### src/logic/can_ctrl_err_map.vh
`ifndef CAN_CTRL_ERR_MAP_VH
`define CAN_CTRL_ERR_MAP_VH
`define ADDR_MODULE_CONTROL 4'h0
`define ADDR_LAST_PROTOCOL_ERROR 4'h1
`define ADDR_ERROR_LEVEL_INFO 4'h2
`define ADDR_ERROR_COUNTERS 4'h3
`define CTL_SET_CLEAR_REQ 15
`define CTL_SET_RETRY 14
`define CTL_CLR_RETRY 6
`define CTL_CLR_VALID 5
`define CTL_PS_HI 4
`define CTL_PS_LO 3
`define CTL_OP_HI 2
`define CTL_OP_LO 0
`define CTL_SET_SHIFT 8
`define OP_INIT 3'h0
`define OP_SINGLE 3'h4
`define PS_NONE 2'h0
`define PS_SLEEP 2'h1
`define PS_STOP 2'h3
`define LVL_LOW 2'h0
`define LVL_WARN 2'h1
`define LVL_PASSIVE 2'h3
`define WARN_LIMIT 9'h060
`define PASSIVE_LIMIT 9'h080
`define BUSOFF_LIMIT 9'h100
`define LEC_NONE 3'h0
`define LEC_BIT_REC 3'h4
`define LEC_BIT_DOM 3'h5
`define TX_ERR_INC 9'h008
`define RX_ERR_INC_PRIMARY 8'h08
`define RX_PASSIVE_RELOAD 8'h77
`define RX_ERR_INC_SECONDARY 8'h01
`define RX_ERR_DEC 8'h01
`define RX_COUNT_MAX 8'hFF
`define RX_PRIMARY_ROOM 8'hF7
`define RX_ZERO 8'h00
`define TX_ERR_DEC 9'h001
`define TX_ZERO 9'h000
`define PAIR_SET 2'h2
`define PAIR_CLR 2'h1
`define PS_BAD 2'h2
`define LEC_CLEAR_VALUE 8'h00
`define DATA_ZERO 16'h0000
`endif

### src/logic/can_control_error_status.v
// Added by the designer: the plain strobed port and the register offsets.
`timescale 1ns/100ps
`include "can_ctrl_err_map.vh"

// Control and error-status registers of one CAN controller.
// The frame engine reports events as one-cycle pulses from the same clock.
// Since those pulses share the clock, they enter the logic with no
// synchroniser; a pulse from another clock domain would need one first.
// Software reaches the block through a plain register port. A write is one
// cycle with the write strobe, address and data. A read is one cycle with
// the read strobe and address, and its answer stands in the next cycle only.
// The slave never stalls, so back-to-back strobes are always accepted.
// The control register is written in halves. The upper byte holds set bits
// and the lower byte holds clear bits, so no read-modify-write is needed.
// A pair with both halves high or both low leaves its bit alone. This lets
// one write touch a single field while every other field keeps its value.
// The operating mode and the valid flag are read-only to software while power save is on.
// Software must return to no power save before it changes either of them.
// The retry bit has no such lock, as it only matters once a frame is sent.
// Stop mode is entered only from sleep and left only towards sleep.
// A write that jumps straight between none and stop has its power-save part dropped whole.
// Applying half of such a write could leave the prohibited code behind.
// The prohibited code itself is refused from every starting point.
// The last error code follows the frame engine; software may only zero it.
// A mode change never touches it, so the cause of a bus-off survives the
// return to initialization and stays readable for diagnosis.
// A new error that meets a zero write in one cycle wins over the write.
// The error counters are read-only to software. They follow the main
// fault-confinement steps only: eight per transmit error not flagged primary dominant, one or eight per
// receive error, one down per success, and a reload after receive passive.
// Rarer cases of the protocol, such as the exceptions on error flags, are
// left to the frame engine, which may simply not pulse the error input.
// The transmit counter is nine bits wide, so bus-off is a plain compare.
// It freezes once bus-off is reached until software clears it.
// The receive counter saturates at its top value rather than wrapping.
// The clear request can only be raised in initialization mode. It lives
// for one cycle, clears both counters if the mode is still initialization, and then drops by itself.
// A fresh request in the cycle the old one drops is kept, not lost.
// Every output is a flip-flop, so the mode outputs trail the registers by
// one cycle; logic downstream must allow for that lag.
// The lost-arbitration input is kept on the port for the frame engine's
// wiring, but the retry decision is fully given by the retry output.
// Read data are zero outside their answer cycle. That keeps a shared read
// bus quiet and makes a stray value easy to spot on a trace.
// Unmapped indices read zero and ignore writes, so a wrong address cannot
// disturb the state of the block.
// The transmit count view is invalid while bus-off holds;
// software must look at the level fields before it trusts a count.
// The transmit count shows only its low byte, so it wraps at bus-off.
// Reset clears every register and output, including the error state.
// After reset the block sits in initialization with no power save.
module can_control_error_status #(
    parameter ADDR_W = 4
) (
    input wire i_clock,
    input wire i_srst,
    input wire [ADDR_W-1:0] i_addr,
    input wire [15:0] i_wdata,
    input wire i_wr,
    input wire i_rd,
    input wire i_valid_frame,
    input wire i_err_valid,
    input wire [2:0] i_err_code,
    input wire i_tx_error,
    input wire i_tx_primary_dominant,
    input wire i_tx_success,
    input wire i_rx_error,
    input wire i_rx_primary,
    input wire i_rx_success,
    input wire i_lost_arbitration,
    output reg [15:0] o_rdata,
    output reg [2:0] o_operating_mode,
    output reg [1:0] o_power_save,
    output reg o_lost_arbitration_retry,
    output reg o_retry_after_loss,
    output reg o_bus_off_flag
);

    reg operating_sel_b0_q;
    reg operating_sel_b1_q;
    reg operating_sel_b2_q;
    reg power_save_sel_lo_q;
    reg power_save_sel_hi_q;
    reg lost_arbitration_retry_q;
    reg valid_flag_q;
    reg error_counter_clear_request_q;
    reg [2:0] last_error_code_q;
    reg [8:0] tx_error_count_q;
    reg [7:0] rx_error_count_q;
    reg [8:0] tx_next;
    reg [7:0] rx_next;
    reg [15:0] read_mux;
    // Decodes and packed views of the state.
    wire ctl_wr;
    wire lec_wr;
    wire [2:0] op_now;
    wire [1:0] ps_now;
    wire [1:0] ps_req;
    wire ps_ok;
    wire bus_off_flag;
    wire [1:0] tx_error_level;
    wire [1:0] rx_error_level;
    wire rx_passive_flag;
    wire [7:0] error_level_info;
    wire [15:0] error_counters;

    // Set/clear pair: set alone gives 1, clear alone gives 0, else hold.
    // Both halves high counts as no request rather than as a toggle.
    function set_clear;
        input cur;
        input set_bit;
        input clr_bit;
        begin
            case ({set_bit, clr_bit})
                `PAIR_SET: set_clear = 1'b1;
                `PAIR_CLR: set_clear = 1'b0;
                default: set_clear = cur;
            endcase
        end
    endfunction

    // Write strobe aimed at one register index.
    function write_to;
        input wr;
        input [ADDR_W-1:0] addr;
        input [ADDR_W-1:0] target;
        begin
            write_to = wr && (addr == target);
        end
    endfunction

    // Error level of a counter against the warning and passive limits.
    function [1:0] level_of;
        input [8:0] count;
        begin
            if (count >= `PASSIVE_LIMIT) begin
                level_of = `LVL_PASSIVE;
            end else if (count >= `WARN_LIMIT) begin
                level_of = `LVL_WARN;
            end else begin
                level_of = `LVL_LOW;
            end
        end
    endfunction

    assign ctl_wr = write_to(i_wr, i_addr, `ADDR_MODULE_CONTROL);
    assign lec_wr = write_to(i_wr, i_addr, `ADDR_LAST_PROTOCOL_ERROR);
    assign op_now = {operating_sel_b2_q, operating_sel_b1_q, operating_sel_b0_q};
    assign ps_now = {power_save_sel_hi_q, power_save_sel_lo_q};

    // Power-save request after applying the pairs, used to screen stop transitions.
    assign ps_req = {
        set_clear(power_save_sel_hi_q, i_wdata[`CTL_PS_HI + `CTL_SET_SHIFT],
            i_wdata[`CTL_PS_HI]),
        set_clear(power_save_sel_lo_q, i_wdata[`CTL_PS_LO + `CTL_SET_SHIFT],
            i_wdata[`CTL_PS_LO])};
    // Power-save step screen: stop is reached and left only through sleep.
    // The prohibited code is refused from any starting point.
    function ps_allowed;
        input [1:0] cur;
        input [1:0] req;
        begin
            if (req == `PS_BAD) begin
                ps_allowed = 1'b0;
            end else begin
                case (cur)
                    `PS_NONE: ps_allowed = (req != `PS_STOP);
                    `PS_STOP: ps_allowed = (req != `PS_NONE);
                    default: ps_allowed = 1'b1;
                endcase
            end
        end
    endfunction

    // A jump between none and stop skips sleep, so it is dropped whole.
    assign ps_ok = ps_allowed(ps_now, ps_req);

    // Status views derived straight from the counters.
    // They are plain compares, so they follow a counter in the same cycle
    // and disagree with the count that software reads only once bus-off wraps the transmit low byte.
    assign bus_off_flag = (tx_error_count_q >= `BUSOFF_LIMIT);
    assign tx_error_level = level_of(tx_error_count_q);
    assign rx_error_level = level_of({1'b0, rx_error_count_q});
    assign rx_passive_flag = ({1'b0, rx_error_count_q} >= `PASSIVE_LIMIT);
    assign error_level_info = {3'h0, bus_off_flag, tx_error_level, rx_error_level};
    assign error_counters = {rx_passive_flag, rx_error_count_q[6:0],
        tx_error_count_q[7:0]};

    // Retry-after-loss bit; its pair works in every mode.
    always @(posedge i_clock) begin
        if (i_srst) begin
            lost_arbitration_retry_q <= 1'b0;
        end else if (ctl_wr) begin
            lost_arbitration_retry_q <= set_clear(lost_arbitration_retry_q,
                i_wdata[`CTL_SET_RETRY], i_wdata[`CTL_CLR_RETRY]);
        end
    end

    // Operating mode bits; they go read-only while sleeping or stopped.
    always @(posedge i_clock) begin
        if (i_srst) begin
            operating_sel_b0_q <= 1'b0;
            operating_sel_b1_q <= 1'b0;
            operating_sel_b2_q <= 1'b0;
        end else if (ctl_wr && (ps_now == `PS_NONE)) begin
            operating_sel_b0_q <= set_clear(operating_sel_b0_q,
                i_wdata[`CTL_OP_LO + `CTL_SET_SHIFT], i_wdata[`CTL_OP_LO]);
            operating_sel_b1_q <= set_clear(operating_sel_b1_q,
                i_wdata[`CTL_OP_LO + 1 + `CTL_SET_SHIFT], i_wdata[`CTL_OP_LO + 1]);
            operating_sel_b2_q <= set_clear(operating_sel_b2_q,
                i_wdata[`CTL_OP_HI + `CTL_SET_SHIFT], i_wdata[`CTL_OP_HI]);
        end
    end

    // Power-save bits; a screened request lands whole or not at all.
    always @(posedge i_clock) begin
        if (i_srst) begin
            power_save_sel_lo_q <= 1'b0;
            power_save_sel_hi_q <= 1'b0;
        end else if (ctl_wr && ps_ok) begin
            power_save_sel_lo_q <= ps_req[0];
            power_save_sel_hi_q <= ps_req[1];
        end
    end

    // Clear request; a new request beats the self-clear of an old one.
    always @(posedge i_clock) begin
        if (i_srst) begin
            error_counter_clear_request_q <= 1'b0;
        end else if (ctl_wr && i_wdata[`CTL_SET_CLEAR_REQ] && (op_now == `OP_INIT)) begin
            error_counter_clear_request_q <= 1'b1;
        end else if (error_counter_clear_request_q) begin
            error_counter_clear_request_q <= 1'b0;
        end
    end

    // Valid flag; a new frame wins over a clear in the same cycle.
    // Like the mode bits, it is read-only while power save is on.
    always @(posedge i_clock) begin
        if (i_srst) begin
            valid_flag_q <= 1'b0;
        end else if (i_valid_frame) begin
            valid_flag_q <= 1'b1;
        end else if (ctl_wr && i_wdata[`CTL_CLR_VALID] && (ps_now == `PS_NONE)) begin
            valid_flag_q <= 1'b0;
        end
    end

    // Last error code; mode changes never touch it, only a zero write or a new error.
    // The error wins over a zero write in one cycle, so no error is lost to a
    // clear that software issued before it could have seen that error.
    // Writes with a nonzero low byte are dropped in full rather than masked to three bits.
    always @(posedge i_clock) begin
        if (i_srst) begin
            last_error_code_q <= `LEC_NONE;
        end else if (i_err_valid) begin
            last_error_code_q <= i_err_code;
        end else if (lec_wr && (i_wdata[7:0] == `LEC_CLEAR_VALUE)) begin
            last_error_code_q <= `LEC_NONE;
        end
    end

    // Transmit counter step, simplified to the main fault-confinement moves.
    // It freezes at bus-off until software clears it.
    always @* begin
        tx_next = tx_error_count_q;
        if (bus_off_flag) begin
            tx_next = tx_error_count_q;
        end else if (i_tx_error && !i_tx_primary_dominant) begin
            tx_next = tx_error_count_q + `TX_ERR_INC;
        end else if (i_tx_success && (tx_error_count_q != `TX_ZERO)) begin
            tx_next = tx_error_count_q - `TX_ERR_DEC;
        end
    end

    // Receive counter step; it saturates so an error storm cannot wrap it.
    always @* begin
        rx_next = rx_error_count_q;
        if (i_rx_error) begin
            if (i_rx_primary) begin
                rx_next = (rx_error_count_q > `RX_PRIMARY_ROOM) ? `RX_COUNT_MAX :
                    rx_error_count_q + `RX_ERR_INC_PRIMARY;
            end else if (rx_error_count_q != `RX_COUNT_MAX) begin
                rx_next = rx_error_count_q + `RX_ERR_INC_SECONDARY;
            end
        end else if (i_rx_success) begin
            if ({1'b0, rx_error_count_q} >= `PASSIVE_LIMIT) begin
                rx_next = `RX_PASSIVE_RELOAD;
            end else if (rx_error_count_q != `RX_ZERO) begin
                rx_next = rx_error_count_q - `RX_ERR_DEC;
            end
        end
    end

    // The counters clear on request; they cannot be written otherwise.
    // A request that races a mode change out of initialization is dropped.
    always @(posedge i_clock) begin
        if (i_srst) begin
            tx_error_count_q <= `TX_ZERO;
            rx_error_count_q <= `RX_ZERO;
        end else if (error_counter_clear_request_q && (op_now == `OP_INIT)) begin
            tx_error_count_q <= `TX_ZERO;
            rx_error_count_q <= `RX_ZERO;
        end else begin
            tx_error_count_q <= tx_next;
            rx_error_count_q <= rx_next;
        end
    end

    // Read mux; unmapped addresses read zero rather than alias a register.
    // Control reads back clear request, retry, valid, power save and mode
    // from bit 7 down; the upper byte is zero as set halves are write-only.
    // The information register packs bus-off over the two level fields.
    // The counter register puts the passive flag on top, then seven bits of
    // receive count, then the low byte of the transmit count.
    always @* begin
        case (i_addr)
            `ADDR_MODULE_CONTROL: read_mux = {8'h00, error_counter_clear_request_q,
                lost_arbitration_retry_q, valid_flag_q, ps_now, op_now};
            `ADDR_LAST_PROTOCOL_ERROR: read_mux = {13'h0000, last_error_code_q};
            `ADDR_ERROR_LEVEL_INFO: read_mux = {8'h00, error_level_info};
            `ADDR_ERROR_COUNTERS: read_mux = error_counters;
            default: read_mux = 16'h0000;
        endcase
    end

    // Read data stand only in the cycle after the strobe and are zero otherwise.
    always @(posedge i_clock) begin
        if (i_srst) begin
            o_rdata <= `DATA_ZERO;
        end else if (i_rd) begin
            o_rdata <= read_mux;
        end else begin
            o_rdata <= `DATA_ZERO;
        end
    end

    // Registered copies of the mode state; they trail the registers by one cycle.
    always @(posedge i_clock) begin
        if (i_srst) begin
            o_operating_mode <= `OP_INIT;
            o_power_save <= `PS_NONE;
            o_lost_arbitration_retry <= 1'b0;
        end else begin
            o_operating_mode <= op_now;
            o_power_save <= ps_now;
            o_lost_arbitration_retry <= lost_arbitration_retry_q;
        end
    end

    // Outside single-shot the retry bit has no effect, so retry is normal.
    always @(posedge i_clock) begin
        if (i_srst) begin
            o_retry_after_loss <= 1'b0;
        end else begin
            o_retry_after_loss <= (op_now != `OP_SINGLE) || lost_arbitration_retry_q;
        end
    end

    // Bus-off is mirrored on a pin so the frame engine can stop sending.
    always @(posedge i_clock) begin
        if (i_srst) begin
            o_bus_off_flag <= 1'b0;
        end else begin
            o_bus_off_flag <= bus_off_flag;
        end
    end

endmodule // can_control_error_status

### config.mk
export PLATFORM = sky130hd
export DESIGN_NAME = can_control_error_status
export DESIGN_NICKNAME = d
export VERILOG_FILES = /design/src/logic/can_control_error_status.v
export VERILOG_INCLUDE_DIRS = /design/src /design/src/logic
export SDC_FILE = /design/constraint.sdc
export NUM_CORES = 1
export LEC_CHECK = 0
export ABC_AREA = 1
export ABC_CLOCK_PERIOD_IN_PS = 2000
export CAP_MARGIN = 20
export CORE_UTILIZATION = 50
export CTS_BUF_LIST = sky130_fd_sc_hd__clkbuf_2
export CTS_CLUSTER_DIAMETER = 200
export DETAILED_ROUTE_END_ITERATION = 6
export DONT_BUFFER_PORTS = 1
export PLACE_DENSITY = 0.66
export SLEW_MARGIN = 20
export SYNTH_ARGS = -nofsm -noshare
export SYNTH_HDL_FRONTEND = slang
export SYNTH_SLANG_ARGS = --single-unit
### constraint.sdc
create_clock -name i_clock -period 2 [get_ports i_clock]
set_input_delay 0.6 -clock i_clock [delete_from_list [all_inputs] [get_ports i_clock]]
set_output_delay 0.6 -clock i_clock [all_outputs]
set_load 0.01 [all_outputs]
==> impl_metrics.ini, run 1 <==
[status]
outcome = finished clean

[placement]
dpl_worst_slack_ns = 0.238
port_buffers = 0
hpwl_mm = 5.26
globalplace.congestion = 0.916

[worst_setup_path]
r2r_slack_ns = 0.43
max_stage_delay_ns = 0.60
reg2reg_depth = 7
rr_startpoint = rx_error_count_q[5]
path_max_fanout = 9
worst-setup-path-type = reg2reg
r2r-end = rx_error_count_q[0]
cp-start-kind = flop
endpoint_kind = flop
arrival_ns = 1.96
path_delay_family = simple AND/OR/NAND/NOR gates
path_cells = nand2_2, nor2_4, nand2_1, nand3_2, nor3b_2, nor2_1, nor2_2
slowest_stage = dfxtp_1
worst-path-buf-inv = 0
crit_required_ns = 2.39
worstSetupStartpoint = rx_error_count_q[5]

[global_route]
grt_max_degree = 19
grt_pass1_wl_mm = 11.4
grt_pass1_vias = 2541
globalRouteTotalUtil = 0.226
antenna_found_initial = 0
grt-ovfl-total = 0

[timing]
fmax_ghz = 0.637
setup_viol = 0
tightest_slew_ns = 0.339
period_share = 0.784
fin_ws_ns = 0.431
hold_violations = 0
tns_ns = 0
final_max_slew_viol_count = 0
relSlewSlack = 0.772
period_needed_ns = 1.57
rsz0062_at_grt = false
skew_ns = 0.0273

[hold_path]
min-delay-start = i_srst
min_to = last_error_code_q[0]
whs_path_depth = 1
hold_class = in2reg

[clock_tree]
hold_buffers = 0
post_cts_buffers = 0
cts_sinks = 52
cts_tree = built
clockRootBuffer = clkbuf_2
clkSlewWorstSetupHoldPaths_ns = 0.30
cts.repair.resized = 0
htreeDepth = 2
insertion_delay_ns = 0.44
cts_buffer_depth = 2
cts_made_buffers = 5

[floorplan]
num_rows = 27
dieArea_um2 = 6330
fp.coreArea_um2 = 5640
start_util = 0.533
die_y_um = 79.6
io-pin-count = 60
die_x_um = 79.6

[yosys]
synth-async-reset-ratio = 0
syn-instance-count = 434
synth_edf_count = 0
synth_area_leaders = dfxtp_1 (35%), nand2_1 (12%), ha_1 (7.9%)
yosysTopAreaCellShare = 0.346
ys_ff_latch = 52
syn-num-nets = 489
synth_area_um2 = 3010
ys_types = 33
synth_top_area_cell = dfxtp_1
synthFlopType = dfxtp_1
ys_warn_count = 0
synth-seq-area-share = 0.346
synth_area_per_cell_um2 = 6.93

[job]
cap_violations = 0

[route]
vias = 2726
drc = 0
viasPerCell = 5.33
drt_first_pass_iters = 4
routed_wl_mm = 6.67
drt_iter0_markers = 195
routedWlPerCell_um = 13.1
drtAntennaViolNets = 0

[cells_and_area]
antenna_cells = 0
multiInputGateArea_um2 = 1700
drive_gt1_frac = 0.107
syn2layout_area_growth_pct = 4.28
nNetsFinal = 493
regArea_um2 = 1040
nFillCells = 563

[pwr]
irDropWorstVdd_mv = 0.837
power_per_cell_area_nw_per_um2 = 952
power_leakage_uw = 0.00143
finalPower_uw = 2980
## final cells by class
cell class,instances,area share
multi-input cells,315,0.540
well taps,72,0.0287
inverters,59,0.0706
clock inverters,3,0.00838
flip-flops and latches,52,0.332
repair buffers,5,0.0120
clock buffers,5,0.00798
## worst max path at each step
stage | end | slack, ns | cells past startpoint
finish | rx_error_count_q[0] | 0.43 | 7
global route | tx_error_count_q[4] | 0.24 | 9
CTS | tx_error_count_q[8] | 0.45 | 8
detailed placement | power_save_sel_lo_q | 0.24 | 8
global placement | power_save_sel_lo_q | 0.25 | 8
floorplan | power_save_sel_lo_q | 0.36 | 8
## metal layers
metal / GRT usage / part of all wire / vias up
li1: - / - / 1415
met2: 0.361 / 0.46 / 64
met3: 0.0354 / 0.043 / 6
met4: 0.0491 / 0.0072 / 0
met5: 0 / 0 / -
met1: 0.318 / 0.49 / 1241
## per-stage QoR
stage / utilization / instance area, um^2 / hold slack, ns / instances
CTS: 0.556 / 3140 / 0.144 / 511
detailed placement: 0.547 / 3090 / 0.457 / 503
finish: 0.556 / 3140 / 0.161 / 511
global route: 0.556 / 3140 / 0.0703 / 511
floorplan: - / 3010 / 0.434 / 434
global placement: 0.547 / 3090 / 0.454 / 503
## report_power, final
group / total [uW] / switching, uW / internal [uW]
Combinational: 1190 / 752 / 437
Sequential: 1330 / 169 / 1160
Clock: 465 / 365 / 100
## synthesized netlist by cell type (2+ instances only)
library cell	n
nand2_2	4
o21ai_0	17
nor2_1	50
nor3_1	12
nor2_4	3
xor2_1	4
nand3_1	36
nand3_2	2
a21oi_1	29
buf_4	2
nor2_2	11
inv_2	5
o22ai_1	10
nand2_1	99
inv_1	53
dfxtp_1	52
buf_2	4
ha_1	19
nand4_1	6
nand2_4	3
## worst register-to-register path: cells and delay by family (launching register included)
family | cells | cell delay [ns]
flops | 1 | 0.60
simple gates | 7 | 0.92
## cell families (layout without fill, tap and decap cells)
logic type	after synthesis	after routing	share of synthesized area
AND/OR/NAND/NOR	233	233	0.368
adder cells (fa/ha/maj)	19	19	0.0790
flip-flops	52	52	0.346
XOR/XNOR	4	4	0.0116
AO/OA/AOI/OAI	59	59	0.105
buffers and inverters	67	72	0.0903
## layout by cell type (no fill, tap or decap), drive strengths merged, types with 5 or more instances in the layout
master / instances
o21ai: 18
a21oi: 29
nand4: 6
buf: 5
dfxtp: 52
inv: 60
nor3: 13
clkbuf: 5
nand3: 39
o22ai: 10
nor2: 65
ha: 19
nand2: 106
## registers in the layout, indices dropped and copies added, names as in the netlist, 2 cells and up
| register | cells |
|---|---|
| o_operating_mode | 3 |
| o_rdata | 16 |
| o_power_save | 2 |
| tx_error_count_q | 9 |
| last_error_code_q | 3 |
| rx_error_count_q | 8 |
(Power assumes the default switching activity.)
==> run 2, diff against run 1 <==
--- a/config.mk
+++ b/config.mk
@@ -7,7 +7,7 @@
 export NUM_CORES = 1
 export LEC_CHECK = 0
 export ABC_AREA = 1
-export ABC_CLOCK_PERIOD_IN_PS = 2000
+export ABC_CLOCK_PERIOD_IN_PS = 1600
 export CAP_MARGIN = 20
 export CORE_UTILIZATION = 50
 export CTS_BUF_LIST = sky130_fd_sc_hd__clkbuf_2
==> constraint.sdc (replaced) <==
create_clock -name i_clock -period 1.6 [get_ports i_clock]
set_input_delay 0.48 -clock i_clock [delete_from_list [all_inputs] [get_ports i_clock]]
set_output_delay 0.48 -clock i_clock [all_outputs]
set_load 0.01 [all_outputs]
==> run 2 against run 1 <==
Largest power group unchanged. Worst setup slack got worse by 0.31 ns. Routed wire length up 5.2%. Worst hold slack lost 0.053 ns. Total power grew 31%. Combinational power increased by 39%.
==> impl_metrics.ini, run 2 (synthesized netlist as in run 1, its figures left out) <==
[status]
outcome = finished clean

[route]
routed_wl_mm = 7.02
drc = 0
vias = 2734
drt_first_pass_iters = 7
routedWlPerCell_um = 13.5
drtAntennaViolNets = 0
viasPerCell = 5.25
drt_iter0_markers = 128

[clock_tree]
cts_buffer_depth = 2
cts_made_buffers = 5
insertion_delay_ns = 0.45
htreeDepth = 2
cts_tree = built
clkSlewWorstSetupHoldPaths_ns = 0.30
clockRootBuffer = clkbuf_2
cts_sinks = 52

[worst_setup_path]
arrival_ns = 1.87
r2r_slack_ns = 0.12
path_cells = ha_1, nand3_1, nor2_1, and2_4, nor2_8, nand3_1, nand2_1, nor2_2
timing.critical_path.to = rx_error_count_q[0]
max_stage_delay_ns = 0.44
reg2reg_depth = 8
crit_top_cell = nand3_1
worst-setup-path-type = reg2reg
r2r-end = rx_error_count_q[0]
endpoint_kind = flop
worstSetupStartpoint = rx_error_count_q[1]
cp-start-kind = flop
slowest_stage = dfxtp_1
path_max_fanout = 6
crit_required_ns = 1.99
rr_startpoint = rx_error_count_q[1]

[floorplan]
die_x_um = 79.6
die_y_um = 79.6
dieArea_um2 = 6330
io-pin-count = 60
fp.coreArea_um2 = 5640
start_util = 0.533
num_rows = 27

[pwr]
finalPower_uw = 3910
power_leakage_uw = 0.00148
power_per_cell_area_nw_per_um2 = 1200
irDropWorstVdd_mv = 0.874

[timing]
final_max_slew_viol_count = 0
hold_violations = 0
tightest_slew_ns = 0.497
period_share = 0.922
fmax_ghz = 0.678
whs_ns = 0.108
relSlewSlack = 0.668
setup_viol = 0
tns_ns = 0
skew_ns = 0.0307
period_needed_ns = 1.48
rsz0062_at_grt = false

[cells_and_area]
antenna_cells = 0
drive_gt1_frac = 0.151
nFillCells = 537
top_register = o_rdata
top_regs = o_rdata (16), tx_error_count_q (9), rx_error_count_q (8)
largest_register_ffs = 16
nNetsFinal = 503
final_cell_mix = nand2_1 (98), inv_1 (52), nor2_1 (48), dfxtp_1 (47), nand3_1 (36)
final_common_cell = nand2_1
syn2layout_area_growth_pct = 8.44
fin_util = 0.578

[global_route]
globalRouteTotalUtil = 0.236
grt_pass1_vias = 2599
grt-ovfl-total = 0
grt_max_degree = 19
antenna_found_initial = 0
grt_pass1_wl_mm = 11.7

[hold_path]
hold_class = in2reg
min-delay-start = i_valid_frame

[job]
cap_violations = 0

[placement]
hpwl_mm = 5.39
globalplace.congestion = 0.896
port_buffers = 0
run 2: cell types whose count changed in the layout (fill, tap and decap cells not counted), moves of 2 or more:
| cell | delta |
|---|---|
| ha_1 | -2 |
| dfxtp_2 | +5 |
| nor2_2 | +2 |
| dfxtp_1 | -5 |
| buf_4 | +8 |
| ha_2 | +2 |
| nor2_1 | -2 |
run 2: repair_timing:
| item | CTS | global route |
|---|---|---|
| endpoints found under the hold margin | 0 | 12 |
| gates resized for setup | 0 | 14 |
| hold buffers | 0 | 1 |
| endpoints found under the setup margin | 0 | 12 |
| buffers inserted | 0 | 1 |
run 2: through the flow:
| stage | std cells | instance area (um^2) | setup slack, ns |
|---|---|---|---|
| 2_1_floorplan | 434 | 3010 | 0.0834 |
| 3_3_place_gp | 511 | 3160 | -0.0155 |
| 3_5_place_dp | 511 | 3160 | -0.0341 |
| 4_1_cts | 519 | 3210 | 0.0609 |
| 5_1_grt | 521 | 3260 | 0.0110 |
| 6_report | 521 | 3260 | 0.124 |
run 2: report_power, final:
part           switching (uW)  leakage (uW)  internal, uW
combinational            1030       0.00102           635
sequential                206      0.000426          1460
clock                     456     0.0000300           120
total                    1690       0.00148          2220
run 2: worst min-delay path by stage:
stage          cells after the start  slack, ns              endpoint
2_1_floorplan                      2       0.43   o_operating_mode[0]
3_3_place_gp                       2       0.45   tx_error_count_q[0]
3_5_place_dp                       2       0.47          valid_flag_q
4_1_cts                            1       0.02  last_error_code_q[2]
5_1_grt                            2       0.05  last_error_code_q[2]
6_report                           2       0.11          valid_flag_q
run 2: metal layers:
metal | share of wire | track usage | routed length [um] | vias to the layer above
li1 | - | - | - | 1426
met1 | 0.48 | 0.317 | 3390 | 1238
met2 | 0.47 | 0.378 | 3300 | 66
met3 | 0.041 | 0.0423 | 290 | 4
met4 | 0.0058 | 0.0836 | 41 | 0
met5 | 0 | 0 | 0 | -
run 2: final cells by class:
class,instances,area [um^2],share of cell area
Inverter,59,221,0.0679
Clock inverter,3,25.0,0.00767
Timing Repair Buffer,15,128,0.0391
Sequential cell,52,1050,0.321
Tap cell,72,90.1,0.0276
Clock buffer,5,25.0,0.00767
Multi-Input combinational cell,315,1730,0.529
run 2: worst max-delay path, delay by kind of cell, from the launching register on:
| kind | cells | cell delay (ns) |
|---|---|---|
| fa+ha+maj | 1 | 0.23 |
| flops | 1 | 0.44 |
| simple gates | 7 | 0.76 |
